**config.mk**
```make
export PLATFORM = sky130hd
export DESIGN_NAME = irq_queue_ctrl
export DESIGN_NICKNAME = d
export VERILOG_FILES = /design/src/hdl/irq_queue_pkg.sv /design/src/hdl/code_fifo.sv /design/src/hdl/irq_queue_ctrl.sv
export VERILOG_INCLUDE_DIRS = /design/src /design/src/hdl
export SDC_FILE = /design/constraint.sdc
export NUM_CORES = 1
export LEC_CHECK = 0
export BUFFER_PORTS_ARGS = -buffer_cell sky130_fd_sc_hd__clkbuf_2
export CAP_MARGIN = 20
export CORE_MARGIN = 2
export CORE_UTILIZATION = 50
export CTS_CLUSTER_DIAMETER = 60
export DETAILED_ROUTE_END_ITERATION = 10
export MAX_ROUTING_LAYER = met4
export PLACE_DENSITY = 0.66
export SYNTH_ARGS = -nofsm -noshare
export SYNTH_HDL_FRONTEND = slang
export SYNTH_SLANG_ARGS = --single-unit
export TNS_END_PERCENT = 50
```
**constraint.sdc**
```tcl
create_clock -name clk_i -period 9.6 [get_ports clk_i]
set_clock_uncertainty 0.1 [all_clocks]
set_input_delay 1.92 -clock clk_i [delete_from_list [all_inputs] [get_ports clk_i]]
set_output_delay 1.92 -clock clk_i [all_outputs]
set_load 0.005 [all_outputs]
```
**src/hdl/irq_queue_cfg.svh**
```systemverilog
`ifndef IRQ_QUEUE_CFG_SVH
`define IRQ_QUEUE_CFG_SVH

// Register byte offsets
`define OFS_MASK_LO      8'h00
`define OFS_MASK_HI      8'h04
`define OFS_PRIO_LO      8'h08
`define OFS_PRIO_HI      8'h0C
`define OFS_PEND_LO      8'h10
`define OFS_PEND_HI      8'h14
`define OFS_CLEAR_LO     8'h18
`define OFS_CLEAR_HI     8'h1C
`define OFS_QUEUE_LOW    8'h20
`define OFS_QUEUE_HIGH   8'h24
`define OFS_QUEUE_STAT   8'h28

// Field layout
`define UPPER_BITS       10
`define BIT_DMA_ERR      9
`define BIT_PWR_IQ       8
`define BIT_PWR_5I       7
`define BIT_MEAS_EPOCH   6
`define BIT_ANT_EPOCH    5
`define BIT_PPS          4
`define STAT_LOW_OVF     15
`define STAT_HIGH_OVF    14
`define STAT_LOW_LVL_HI  13
`define STAT_LOW_LVL_LO  7
`define STAT_HIGH_LVL_HI 6
`define STAT_HIGH_LVL_LO 0

// Codes and reset values
`define CODE_W           6
`define CODE_EMPTY       6'h3F
`define CODE_UPPER_BASE  6'h20
`define NUM_SOURCES      42
`define QUEUE_DEPTH      64
`define RESET_ZERO       32'h0000_0000

`endif

```
**src/hdl/irq_queue_pkg.sv**
```systemverilog
package irq_queue_pkg;
	typedef logic [5:0] code_t;
	typedef enum logic {QUEUE_LOW, QUEUE_HIGH} queue_sel_t;
endpackage

```
**src/hdl/code_fifo.sv**
```systemverilog
`timescale 1ns/1ps
`include "irq_queue_cfg.svh"

// ==========================================
// Code queue, first in first out
module code_fifo #(
	parameter int DEPTH = `QUEUE_DEPTH,
	parameter int W     = `CODE_W
) (
	input  wire logic                       clk_i,
	input  wire logic                       rst_i,
	input  wire logic                       ce_i,
	input  wire logic                       push_i,
	input  wire logic [W-1:0]               data_i,
	input  wire logic                       pop_i,
	output logic      [W-1:0]               head_o,
	output logic                            full_o,
	output logic                            empty_o,
	output logic      [$clog2(DEPTH+1)-1:0] level_o
);
	localparam int AW = $clog2(DEPTH);
	localparam int LW = $clog2(DEPTH+1);

	// Elaboration guard: pointers wrap only on a power-of-two depth
	if (DEPTH < 2 || DEPTH != (1 << AW))
	begin : bad_depth
		$error("code_fifo depth must be a power of two");
	end

	logic [W-1:0]  mem_r [DEPTH];
	logic [AW-1:0] wr_r;
	logic [AW-1:0] rd_r;
	logic [LW-1:0] level_r;
	logic do_push;
	logic do_pop;

	// Push refused when full; pop refused when empty
	assign do_push = push_i && !full_o;
	assign do_pop  = pop_i && !empty_o;

	// Storage is not reset, only the pointers and the fill level are
	always_ff @(posedge clk_i)
	begin
		if (ce_i && do_push)
			mem_r[wr_r] <= data_i;
	end

	// Pointers and fill level
	always_ff @(posedge clk_i)
	begin
		if (rst_i)
		begin
			wr_r    <= '0;
			rd_r    <= '0;
			level_r <= '0;
		end
		else if (ce_i)
		begin
			if (do_push)
				wr_r <= wr_r + 1'b1;
			if (do_pop)
				rd_r <= rd_r + 1'b1;
			if (do_push && !do_pop)
				level_r <= level_r + 1'b1;
			else if (do_pop && !do_push)
				level_r <= level_r - 1'b1;
		end
	end

	assign head_o  = empty_o ? W'(`CODE_EMPTY) : mem_r[rd_r];
	assign empty_o = (level_r == '0);
	assign full_o  = (level_r == LW'(DEPTH));
	assign level_o = level_r;
endmodule

```
**src/hdl/irq_queue_ctrl.sv**
```systemverilog
// Design decisions made here: the register addresses and the Wishbone interface to the registers.
`timescale 1ns/1ps
`include "irq_queue_cfg.svh"

// Contract
// - Measurement epoch bit 6, antenna epoch bit 5
// - Pulse-per-second pending at bit 4
// - Clear register one: ones clear channels
// - Clear register two clears upper sources
// - Bits 3..0 clear channels 35..32
// - Queue read returns six-bit source code
// - Empty queue reads 63, upper bits zero
// - Low queue full sets low overflow
// - High queue full sets high overflow
// - Overflow flags cleared by writing one
// - Status bits 13..7 low fill level
// - Status bits 6..0 high fill level
// - Masked-off events only set pending
// - Priority bit selects low or high queue
// - DMA error bit 9, IQ detector bit 8
// - Queues empty at reset
module irq_queue_ctrl #(
	parameter int NSRC  = `NUM_SOURCES,
	parameter int DEPTH = `QUEUE_DEPTH
) (
	input  wire logic              clk_i,
	input  wire logic              rst_i,
	input  wire logic              ce_i,
	input  wire logic [NSRC-1:0]   event_i,
	input  wire logic              cyc_i,
	input  wire logic              stb_i,
	input  wire logic              we_i,
	input  wire logic [7:0]        adr_i,
	input  wire logic [3:0]        sel_i,
	input  wire logic [31:0]       dat_i,
	output logic      [31:0]       dat_o,
	output logic                   ack_o,
	output logic                   irq_o
);
	localparam int LW = $clog2(DEPTH+1);

	// Elaboration guard: the register layout fixes source count and fill width
	if (NSRC != `NUM_SOURCES)
	begin : bad_nsrc
		$error("irq_queue_ctrl serves exactly 42 sources");
	end
	if (DEPTH != `QUEUE_DEPTH)
	begin : bad_depth
		$error("fill fields are seven bits wide, depth must be 64");
	end

	// ==========================================
	// Bus decode
	logic req;
	logic wr_stb;
	logic rd_stb;
	logic [31:0] wmask;

	assign req    = cyc_i && stb_i && !ack_o;
	assign wr_stb = req && we_i && ce_i;
	assign rd_stb = req && !we_i && ce_i;
	assign wmask  = {{8{sel_i[3]}}, {8{sel_i[2]}}, {8{sel_i[1]}}, {8{sel_i[0]}}};

	function automatic logic hit(input logic [7:0] a, input logic [7:0] ofs);
		return a[7:2] == ofs[7:2];
	endfunction

	// Map upper-register bits onto their sources in the 42-bit layout
	function automatic logic [NSRC-1:0] upper_map(input logic [31:0] v);
		logic [NSRC-1:0] r;
		r = '0;
		r[31:0]  = '0;
		r[35:32] = v[3:0];
		r[41:36] = v[`BIT_DMA_ERR:`BIT_PPS];
		return r;
	endfunction

	function automatic logic [31:0] upper_pack(input logic [NSRC-1:0] v);
		logic [31:0] r;
		r = `RESET_ZERO;
		r[3:0] = v[35:32];
		r[`BIT_DMA_ERR:`BIT_PPS] = v[41:36];
		return r;
	endfunction

	// ==========================================
	// Mask and priority registers
	logic [NSRC-1:0] mask_r;
	logic [NSRC-1:0] prio_r;

	// Software writes steer routing
	always_ff @(posedge clk_i)
	begin
		if (rst_i)
		begin
			mask_r <= '0;
			prio_r <= '0;
		end
		else if (wr_stb)
		begin
			if (hit(adr_i, `OFS_MASK_LO))
				mask_r[31:0] <= (mask_r[31:0] & ~wmask) | (dat_i & wmask);
			if (hit(adr_i, `OFS_MASK_HI))
				mask_r <= (mask_r & ~upper_map(wmask)) | (upper_map(dat_i & wmask));
			if (hit(adr_i, `OFS_PRIO_LO))
				prio_r[31:0] <= (prio_r[31:0] & ~wmask) | (dat_i & wmask);
			if (hit(adr_i, `OFS_PRIO_HI))
				prio_r <= (prio_r & ~upper_map(wmask)) | (upper_map(dat_i & wmask));
		end
	end

	// ==========================================
	// Pending flags
	logic [NSRC-1:0] pend_r;
	logic [NSRC-1:0] clr;
	logic [31:0]     upper_snap_r;

	always_comb
	begin
		clr = '0;
		if (wr_stb && hit(adr_i, `OFS_CLEAR_LO))
			clr[31:0] = dat_i & wmask;
		if (wr_stb && hit(adr_i, `OFS_CLEAR_HI))
			clr = upper_map(dat_i & wmask);
	end

	// Set beats clear so a coincident event is kept
	always_ff @(posedge clk_i)
	begin
		if (rst_i)
			pend_r <= '0;
		else if (ce_i)
			pend_r <= (pend_r & ~clr) | event_i;
	end

	// Upper flags are sampled when the lower word is read, so both reads agree
	always_ff @(posedge clk_i)
	begin
		if (rst_i)
			upper_snap_r <= `RESET_ZERO;
		else if (rd_stb && hit(adr_i, `OFS_PEND_LO))
			upper_snap_r <= upper_pack(pend_r);
	end

	// ==========================================
	// Queues
	logic [NSRC-1:0] fire;
	logic low_push;
	logic high_push;
	irq_queue_pkg::code_t low_code;
	irq_queue_pkg::code_t high_code;
	irq_queue_pkg::code_t low_head;
	irq_queue_pkg::code_t high_head;
	logic low_full;
	logic high_full;
	logic low_empty;
	logic high_empty;
	logic [LW-1:0] low_lvl;
	logic [LW-1:0] high_lvl;
	logic low_pop;
	logic high_pop;

	assign fire = event_i & mask_r;

	// Lowest source wins one slot per cycle per queue; others keep pending only
	always_comb
	begin
		low_push  = 1'b0;
		high_push = 1'b0;
		low_code  = `CODE_EMPTY;
		high_code = `CODE_EMPTY;
		for (int i = NSRC - 1; i >= 0; i--)
		begin
			if (fire[i] && !prio_r[i])
			begin
				low_push = 1'b1;
				low_code = i[`CODE_W-1:0];
			end
			if (fire[i] && prio_r[i])
			begin
				high_push = 1'b1;
				high_code = i[`CODE_W-1:0];
			end
		end
	end

	assign low_pop  = rd_stb && hit(adr_i, `OFS_QUEUE_LOW);
	assign high_pop = rd_stb && hit(adr_i, `OFS_QUEUE_HIGH);

	// Queue storage is not cleared at reset, but the level is, so no stale entry is read
	code_fifo #(.DEPTH(DEPTH), .W(`CODE_W)) low_q (
		.clk_i   (clk_i),
		.rst_i   (rst_i),
		.ce_i    (ce_i),
		.push_i  (low_push),
		.data_i  (low_code),
		.pop_i   (low_pop),
		.head_o  (low_head),
		.full_o  (low_full),
		.empty_o (low_empty),
		.level_o (low_lvl)
	);

	code_fifo #(.DEPTH(DEPTH), .W(`CODE_W)) high_q (
		.clk_i   (clk_i),
		.rst_i   (rst_i),
		.ce_i    (ce_i),
		.push_i  (high_push),
		.data_i  (high_code),
		.pop_i   (high_pop),
		.head_o  (high_head),
		.full_o  (high_full),
		.empty_o (high_empty),
		.level_o (high_lvl)
	);

	// ==========================================
	// Overflow flags
	logic low_ovf_r;
	logic high_ovf_r;
	logic low_ovf_set;
	logic high_ovf_set;
	logic stat_wr;

	// A pop in the same cycle does not free a slot for the push
	assign low_ovf_set  = low_push && low_full;
	assign high_ovf_set = high_push && high_full;
	assign stat_wr      = wr_stb && hit(adr_i, `OFS_QUEUE_STAT) && sel_i[1];

	always_ff @(posedge clk_i)
	begin
		if (rst_i)
		begin
			low_ovf_r  <= 1'b0;
			high_ovf_r <= 1'b0;
		end
		else if (ce_i)
		begin
			low_ovf_r  <= low_ovf_set | (low_ovf_r & ~(stat_wr & dat_i[`STAT_LOW_OVF]));
			high_ovf_r <= high_ovf_set | (high_ovf_r & ~(stat_wr & dat_i[`STAT_HIGH_OVF]));
		end
	end

	// ==========================================
	// Read data and acknowledge
	logic [31:0] rdata;

	always_comb
	begin
		rdata = `RESET_ZERO;
		unique case (1'b1)
			hit(adr_i, `OFS_MASK_LO):    rdata = mask_r[31:0];
			hit(adr_i, `OFS_MASK_HI):    rdata = upper_pack(mask_r);
			hit(adr_i, `OFS_PRIO_LO):    rdata = prio_r[31:0];
			hit(adr_i, `OFS_PRIO_HI):    rdata = upper_pack(prio_r);
			hit(adr_i, `OFS_PEND_LO):    rdata = pend_r[31:0];
			hit(adr_i, `OFS_PEND_HI):    rdata = upper_snap_r;
			hit(adr_i, `OFS_QUEUE_LOW):  rdata[`CODE_W-1:0] = low_head;
			hit(adr_i, `OFS_QUEUE_HIGH): rdata[`CODE_W-1:0] = high_head;
			hit(adr_i, `OFS_QUEUE_STAT):
			begin
				rdata[`STAT_LOW_OVF]  = low_ovf_r;
				rdata[`STAT_HIGH_OVF] = high_ovf_r;
				rdata[`STAT_LOW_LVL_HI:`STAT_LOW_LVL_LO]   = low_lvl;
				rdata[`STAT_HIGH_LVL_HI:`STAT_HIGH_LVL_LO] = high_lvl;
			end
			default:                     rdata = `RESET_ZERO;
		endcase
	end

	// One registered ack per request, a cycle after the strobe; unmapped reads return zero
	always_ff @(posedge clk_i)
	begin
		if (rst_i)
		begin
			ack_o <= 1'b0;
			dat_o <= `RESET_ZERO;
		end
		else if (ce_i)
		begin
			ack_o <= req;
			if (req && !we_i)
				dat_o <= rdata;
		end
	end

	// Interrupt line follows queue occupancy
	always_ff @(posedge clk_i)
	begin
		if (rst_i)
			irq_o <= 1'b0;
		else if (ce_i)
			irq_o <= !(low_empty && high_empty) || low_push || high_push;
	end
endmodule

```
[After elaboration in Yosys (flattened, before gate mapping)]
Memories as Yosys holds them, arrays and structs flattened. A register that Yosys moved wholly into a read port is not among the register bits.
Cells that the tools add are included.
Operators by class
  add/sub/neg operators: 8
  equality and inequality tests: 12
  muxes and demuxes: 191
  bitwise logic cells: 23
  reductions and logical operators: 183
Operator list (number)
  $mux W6: 88
  $and A42 B42 Y42: 4
  $mux W32: 5
  $or A42 B42 Y42: 3
  $logic_and A1 B1 Y1: 110
  $and A32 B32 Y32: 3
  $mux W1: 88
  $not A42 Y42: 2
  $pmux W10 S7: 1
  $or A32 B32 Y32: 2
  $pmux W6 S9: 1
  $logic_not A1 Y1: 53
  $pmux W16 S3: 1
  $mux W42: 1
  $not A32 Y32: 1
  $mux W7: 4
  $add A6 B1 Y6 const B: 4
  $eq A6 B3 Y1 const B: 4
  $reduce_and A2 Y1: 11
  $eq A6 B4 Y1 const B: 3
  $add A7 B1 Y7 const B: 2
  $eq A7 B7 Y1 const B: 2
  $logic_not A7 Y1: 2
  $sub A7 B1 Y7 const B: 2
  other kinds (9): 20
Word-level totals
  register bits after elaboration: 210
  memory bits (writable): 768
  input bits: 92
  output and inout port bits: 34
  word-level logic and storage cells: 436
  memories kept: 2
Memory list
  high_q.mem_r: depth 64, bits a word 6, read ports 1, clocked after memory_dff 1, wr ports 1, RTL line code_fifo.sv:30  | logic [W-1:0] mem_r [DEPTH];
  low_q.mem_r: depth 64, bits a word 6, read ports 1, clocked after memory_dff 1, wr ports 1, RTL line code_fifo.sv:30

[Longest topological paths before layout]
Gate-level depths: netlist of the first run.
  depth in word-level cells: 49
  depth in mapped cells: 15
  gate-level depth less buffers: 15

[Hierarchy]
Synthesis of the first run repeated with hierarchy kept, for this count alone.
Unflattened totals
  cell total of the unflattened synthesis: 2786
  area total of the unflattened synthesis: 41259.6 µm²
Modules (own cells, without submodules)
  code_fifo at high_q: instances 1, cells each 846, area each 16239.3 µm², sequential area each 12031.5 µm²
  code_fifo at low_q: instances 1, cells each 847, area each 16204.3 µm², sequential area each 12031.5 µm²
  irq_queue_ctrl: instances 1, cells each 1093, area each 8816.0 µm², sequential area each 3443.3 µm²

[Least setup slack after synthesis of the first run]
No wires, ideal clock.
  path type: input to register
  start: in event_i[34]
  end: mem low_q.mem_r[0][2] in the netlist's numbering (data pin)
  library setup time: 0.721 ns
  data arrival time: 5.830 ns
  required time: 8.779 ns
  setup slack: 2.949 ns
  cell stages on the path: 6
  path buffers: 0
  path through: and3b_1 or4b_1 o21ai_0 a21oi_1 o211a_1 a211oi_1
Between the ends
  longest elaborated chain between the ends: 37
RTL lines
  from (decl): RTL line irq_queue_ctrl.sv:29  | input wire logic [NSRC-1:0] event_i,
  $and A42 B42 Y42: RTL line irq_queue_ctrl.sv:163  | assign fire = event_i & mask_r;
  $logic_and A1 B1 Y1: RTL line irq_queue_ctrl.sv:174  | if (fire[i] && !prio_r[i])
  $mux W6 (35 in a row): RTL line irq_queue_ctrl.sv:174
  via low_code[2]: RTL line irq_queue_ctrl.sv:150  | irq_queue_pkg::code_t low_code;
  to (decl): RTL line code_fifo.sv:30
The timed path passes the listed nets, and every way through them passes these cells.

[Worst setup path in the final report of the first run]
  start: in event_i[5]
  end: reg low_q.level_r[6], in the netlist low_q.level_o[6]
Between the ends
  longest elaborated chain between the ends: 13
  elaborated cells between the ends (all ways): 15
  classes of those cells: 7 x mux; 1 x bitwise; 7 x reduce/logical
RTL lines
  $and A42 B42 Y42 (*): RTL line irq_queue_ctrl.sv:163
  $logic_and A1 B1 Y1 (*): RTL line irq_queue_ctrl.sv:174
  $mux W1 (*) (6 in a row): RTL line irq_queue_ctrl.sv:174
  $logic_and A1 B1 Y1 (*): RTL line code_fifo.sv:38  | assign do_push = push_i && !full_o;
  $logic_not A1 Y1: RTL line code_fifo.sv:65  | else if (do_pop && !do_push)
  $logic_and A1 B1 Y1: RTL line code_fifo.sv:65
  $reduce_bool A2 Y1 (no line)
  $reduce_and A2 Y1 (no line)
  to (signal assigned): RTL line code_fifo.sv:64  | level_r <= level_r + 1'b1;
  to (signal assigned): RTL line code_fifo.sv:66  | level_r <= level_r - 1'b1;
  to (decl): RTL line code_fifo.sv:33  | logic [LW-1:0] level_r;
Mark *: on every way between the ends. The rest lies on a longest branch, timed or not.
A chain may end at the register's enable or synchronous reset.

==> results by group, run 1 <==
Hold path
  • Worst hold path endpoint: upper_snap_r[2]
  • Hold Path Cell Cnt: 2
  • Worst min-delay path category: register to register
  • Min-delay src: upper_snap_r[2]

Place
  • Gpl congestion: about 0.94
  • DP Area: roughly 0.043 mm²
  • Cell count after placement: roughly 3,800
  • DP HPWL: just under 70,000 µm
  • Number of port buffers: roughly 120
  • Pre-CTS WS: roughly 2.9 ns

Timing
  • Unrepaired setup endpoints after global routing: false
  • Fin crit period: 6.04 ns
  • Fmax: ~0.17 GHz
  • Rel. slew slack: 0.267
  • Worst-Margin Slew: roughly 1.1 ns
  • Worst setup margin: ~3.6 ns
  • TNS Setup: 0 ns
  • Max Transition Viols Final: 0
  • Fin crit share: 0.629
  • Final Hold Slack: 0.354 ns
  • Final Hold Viols: 0
  • Setup violators final: 0

Logic synthesis
  • Post-synthesis sequential area ratio: 0.664
  • Synth area leader: edfxtp_1
  • Count of cell types in the netlist: approximately 80
  • Warnings from Yosys: 0
  • Mean cell area of the mapped netlist: ~15 µm²
  • Synth top area share: 0.557
  • Post-Syn Instances: around 2,800
  • Post-synthesis register bit count: 990
  • EDFF count, synth: approximately 770
  • Post-synth ARST share: 0
  • Syn_nets: 2,872
  • Ys flop type: edfxtp_1
  • Post-synthesis instance area: approximately 0.041 mm²
  • Top post-synthesis cells by area: edfxtp_1 56%, dfxtp_1 11%, mux4_2 10%, mux2i_1 3.5%, nor2_1 3.2%

Global route
  • Global-route wire length before repair: 158,000 µm
  • GRT Util Overall: 0.253
  • Initial antenna violation count: 0
  • Vias in the first global route: 25,400
  • Largest net degree at the start of global routing: between 90 and 100
  • Global route total overflow: 0

Setup path
  • Worst path top cell family by delay: simple AND/OR/NAND/NOR gates
  • Slowest CP cell: nor4_1
  • FF-to-FF End: low_q.level_o[6]
  • CP cell instances: clkbuf_2 > and3b_1 > nor4_1 > nor4b_4 > and2_2 > buf_4 > a21oi_1 > ha_1 > inv_1 > ha_1 > a21o_1 > a21oi_1 > o21bai_1 > a21oi_1 > xnor2_1 > or3_1 > a21oi_1
  • Top cell by count, worst path: a21oi_1
  • Worst reg-to-reg setup slack: 4.54 ns
  • Crit path kind: input pin to register
  • Critical path required time: between 10 and 15 ns
  • R2R depth: 16
  • Critical path capture point type: register
  • Worst setup SP type: input pin
  • Critical path peak fanout: 66
  • Crit-path max cell delay: 0.74 ns
  • Worst Path Arrival: ~6.5 ns
  • WP buf/inv: 3

Pwr
  • Leak pwr: approximately 17 nW
  • Int Pwr: approximately 7.0 mW
  • Sw Ratio: 0.196
  • Clk pwr share: 0.457
  • Power Total: 8.67 mW
  • Peak VDD IR: roughly 0.00012 V
  • Switch Pwr: 1.70 mW
  • Pwr Density: ~190 mW/mm²
  • Logic pwr share: 0.014
  • Register share of total power: 0.528

Die
  • Die H: roughly 300 µm
  • Die footprint: 0.0851 mm²
  • Die span in x: around 300 µm
  • I/O pin cnt: between 100 and 150
  • FP Rows: roughly 110
  • Initial Util: 0.505
  • Core area: 0.0820 mm²

Run status
  • Status: finished clean

Final layout
  • Fin area: between 0.04 and 0.05 mm²
  • P&R area growth vs syn: 12.3%
  • Final net count: approximately 3,000
  • Share of cells above drive strength 1: 0.201
  • Most common cell after layout, fill and taps aside: edfxtp_1
  • Filler cells: 6,329
  • Final Core Density: 0.567
  • Final Non-Filler Cells: 4,029
  • N_diodes: 0
  • Most frequent cells in the layout: 768 x edfxtp_1, 351 x nor2_1, 217 x dfxtp_1

Drt
  • Post-DR vias/cell: around 6.2
  • Pre-antenna DRT Iters: 9
  • Drt drc: 0
  • Detailed Route Iter0 Violations: 2,571
  • Post-DRT Antenna Nets: 0
  • Via count: between 20,000 and 30,000
  • WL final: between 100,000 and 150,000 µm
  • Post-detailed-route wirelength per cell: ~26 µm

Run
  • Max-cap violations: 0

Clock network
  • Maximum buffer depth of the clock tree: 3
  • Post-CTS Hold Buffers: 0
  • Clk_lat worst skew: between 0.6 and 0.7 ns
  • Clock Sinks: just under 1,000
  • Post CTS Setup Buffer Count: 0
  • TritonCTS buffer count: 100
  • CTS root buffer: clkbuf_16
  • H-tree levels: 3
  • CTS tree: done
  • Post_cts resized: 0
  • Clk slew on worst S/H paths: around 0.060 ns
-- power groups by stage --
| stage | Clock [mW] | Combinational, mW | Sequential (mW) |
|---|---|---|---|
| finish | 3.96 | 0.125 | 4.58 |
| global route | 4.18 | 0.134 | 4.58 |
| CTS | 4.02 | 0.123 | 4.58 |
| detailed placement | 0 | 0.123 | 4.67 |
| global placement | 0 | 0.119 | 4.67 |
| floorplan | 0 | 0.0615 | 4.67 |
-- registers in the layout, summed over array words and instances, names as in the netlist, 7 cells and up, named ones only --
signal / flops
dat_o: 32
upper_snap_r: 10
low_q.level_o: 7
high_q.level_o: 7
low_q.mem_r: 384
pend_r: 42
high_q.mem_r: 384
-- cell usage after synthesis (6+ instances only) --
cell type	count
nor2b_1	19
mux4_2	184
nand4_1	22
nand2_2	6
xnor2_1	13
nor2_1	353
mux2i_1	144
edfxtp_1	768
and3_1	11
clkbuf_1	85
inv_1	16
mux4_1	10
a31oi_1	6
nor2_2	8
a22oi_1	54
a221oi_1	17
or3_1	15
buf_2	23
and2_1	12
xor2_1	13
or4_1	6
nand2b_1	12
nor3_1	33
a22o_1	8
a222oi_1	20
nand3_1	106
dfxtp_1	222
and3b_1	15
a211oi_1	9
nand2_1	154
o211ai_1	10
nand3b_1	36
o22ai_1	7
a21oi_1	104
o2111ai_1	15
mux2_2	39
buf_1	22
buf_4	13
o21ai_0	44
ha_1	18
o221ai_1	6
-- how the worst max path moves through the flow --
stage | from | slack (ns) | to | cells after the start
finish | event_i[5] | 3.56 | low_q.level_o[6] | 17
CTS | event_i[5] | 3.58 | low_q.level_o[6] | 17
global route | event_i[5] | 3.33 | low_q.level_o[6] | 17
floorplan | event_i[34] | 2.95 | low_q.mem_r[0][2] | 6
detailed placement | event_i[5] | 2.95 | low_q.level_o[6] | 17
global placement | event_i[5] | 3.00 | low_q.level_o[6] | 17
-- logic make-up (layout without fill, tap and decap cells) --
group	after synthesis	after routing	synth area share
AOI/OAI and AO/OA	333	333	0.0549
xor gates and xnor gates	26	26	0.00550
adders and majority gates	20	20	0.00641
buffers and inverters	164	363	0.0177
DFF	990	990	0.664
muxes	377	377	0.152
and+or+nand+nor	850	850	0.0991
-- worst register-to-register path: stages, from the launching register on --
cell      delay [ns]
dfxtp_1         0.41
and3b_1         0.24
nor4_1          0.74
nor4b_4         0.54
and2_2          0.22
buf_4           0.54
a21oi_1         0.20
ha_1            0.26
inv_1           0.21
ha_1            0.32
a21o_1          0.17
a21oi_1         0.21
o21bai_1        0.09
a21oi_1         0.18
xnor2_1         0.09
or3_1           0.31
a21oi_1         0.14
-- cell type report --
type                       count  area (µm²)  share of cell area
sequential                   990       27500               0.592
multi-input combinational   1606       13300               0.286
clock buffer                 137        2790              0.0600
tap                         1070        1340              0.0288
timing repair buffer         162         915              0.0197
clock inverter                47         579              0.0125
inverter                      17        63.8             0.00137
-- layer usage --
layer	vias to the layer above	global-route usage	wire, µm
li1	11000	-	-
met1	12800	0.342	43400
met2	1022	0.398	50500
met3	180	0.0349	7750
met4	0	0.0857	3090
met5	-	-	0
Note: power is estimated with default switching activity, not from simulation.
==> inputs of run 2 (changes only) <==
Clock period 9.6 ns to 6.24 ns, I/O delays scaled along.
==> run 2 against run 1 <==
  * Critical endpoint is now high_q.level_o[6]
  * Total power up 57%
  * Largest cell class unchanged
  * Clock-buffer cell count down 15
  * Flip-flop and latch count unchanged
  * Combinational power up 54%
  * Sequential share of layout area down 0.31 points
  * Sequential power up 54%
  * Final area up 0.53%
  * Via count up 0.18%
==> results by group, run 2 (synthesized netlist as in run 1, its figures left out) <==
Run status
  • Status: finished clean

Setup path
  • Critical path required time: 6.69 ns
  • Crit path kind: input pin to register
  • Critical path peak fanout: 8
  • Critical path capture point type: register
  • Worst setup SP type: input pin
  • Worst Path Arrival: 5.30 ns

Global route
  • Vias in the first global route: around 25,000
  • Global-route wire length before repair: between 150,000 and 200,000 µm
  • Grt peak-use layer: met2
  • GR Util met2: 0.398
  • Initial antenna violation count: 2
  • Largest net degree at the start of global routing: 76
  • GRT Util Overall: 0.253
  • GR Util met3: 0.0333
  • GR Layer Usage met1: 0.347
  • Global route total overflow: 0

Timing
  • Final Hold Viols: 0
  • Unrepaired setup endpoints after global routing: false
  • Fmax: 0.206 GHz
  • Rel. slew slack: 0.239
  • TNS Setup: 0 ns
  • Setup violators final: 0
  • Fin crit period: ~4.9 ns
  • Worst-Margin Slew: 1.14 ns
  • Max Transition Viols Final: 0
  • Fin crit share: 0.777

Clock network
  • Post CTS Setup Buffer Count: 0
  • CTS tree: done
  • Post_cts resized: 0
  • CTS root buffer: clkbuf_16
  • TritonCTS buffer count: approximately 100
  • Clock Sinks: ~1,000
  • Clk slew on worst S/H paths: about 0.060 ns
  • Maximum buffer depth of the clock tree: 3
  • Post-CTS Hold Buffers: 0
  • Clk_lat worst skew: 0.67 ns
  • H-tree levels: 3

Drt
  • WL final: between 100,000 and 150,000 µm
  • Pre-antenna DRT Iters: 9
  • Via count: approximately 25,000
  • Detailed Route Iter0 Violations: about 2,600
  • Post-DR vias/cell: 6.20
  • Post-DRT Antenna Nets: 0
  • Post-detailed-route wirelength per cell: 25.8 µm
  • Drt drc: 0

Die
  • FP Rows: roughly 110
  • Initial Util: 0.505
  • Die H: 292 µm
  • Core area: just over 0.08 mm²
  • Die footprint: 0.0851 mm²
  • Die span in x: between 200 and 300 µm
  • I/O pin cnt: approximately 130

Place
  • DP HPWL: 69,600 µm
  • DP Area: about 0.043 mm²
  • Number of port buffers: 123
  • Gpl congestion: ~0.95

Pwr
  • Peak VDD IR: 0.000253 V
  • Leak pwr: about 17 nW
  • Pwr Density: 291 mW/mm²

Hold path
  • Worst min-delay path category: register to register

Final layout
  • Share of cells above drive strength 1: 0.206
  • N_diodes: 0
  • P&R area growth vs syn: 12.9%
  • Most common cell after layout, fill and taps aside: edfxtp_1
  • Final net count: ~3,000
  • Largest regs: high_q.mem_r (384), low_q.mem_r (384), pend_r (42)
  • Filler cells: 6,238
  • Most frequent cells in the layout: 768 x edfxtp_1, 351 x nor2_1, 217 x dfxtp_1
  • Fin area: about 0.047 mm²

Run
  • Max-cap violations: 0
## run 2: layout make-up
| cell class | instances | area, µm² | share of cell area |
|---|---|---|---|
| multi-input combinational | 1606 | 13300 | 0.284 |
| clock buffer | 122 | 2670 | 0.0571 |
| timing repair buffer | 168 | 997 | 0.0213 |
| tap | 1070 | 1340 | 0.0286 |
| sequential | 990 | 27500 | 0.589 |
| clock inverter | 70 | 871 | 0.0186 |
| inverter | 17 | 63.8 | 0.00137 |
## run 2: layer usage
metal  vias up  share of wire
met5         -              0
met4         0          0.026
met3       155          0.076
met2      1100           0.48
met1     12800           0.42
li1      11100              -
## run 2: metrics by stage
stage                     setup WS, ns  power [mW]   util  hold WS (ns)  cells
final                             1.39        13.6  0.570         0.361   4043
after floorplan                  0.261        7.28      -         0.331   2760
after detailed placement         0.795        7.37  0.527         0.349   3851
after global placement           0.740        7.37  0.527         0.339   3851
after global routing              1.23        13.9  0.570         0.373   4043
after CTS                         1.46        13.7  0.570         0.361   4043
## run 2: worst max-delay path, cell delays in order
cell	delay, ns
clkbuf_2	0.11
nand3_1	0.22
nand4_1	0.22
or4_1	0.73
or3_1	0.54
and2_1	0.21
ha_1	0.21
inv_1	0.21
ha_1	0.29
nor2b_1	0.13
o21ai_0	0.21
a21oi_1	0.12
o21ai_0	0.22
a21oi_1	0.09
o21ai_0	0.19
mux2_2	0.35
## run 2: path summary, 6_finish.rpt
check	from	to	slack, ns	depth (start not counted)
worst max-delay path	event_i[14]	high_q.level_o[6]	1.39	16
worst min-delay path	upper_snap_r[0]	upper_snap_r[0]	0.36	2
worst max register to register	register	high_q.level_o[6]	1.73	15
worst min register to register	upper_snap_r[0]	upper_snap_r[0]	0.36	2
## run 2: power breakdown
part           switching [mW]  internal (mW)  leakage [nW]
sequential             0.0131           7.03          10.9
clock                    2.57           3.78          1.71
combinational           0.128         0.0643          4.59
total                    2.71           10.9          17.2
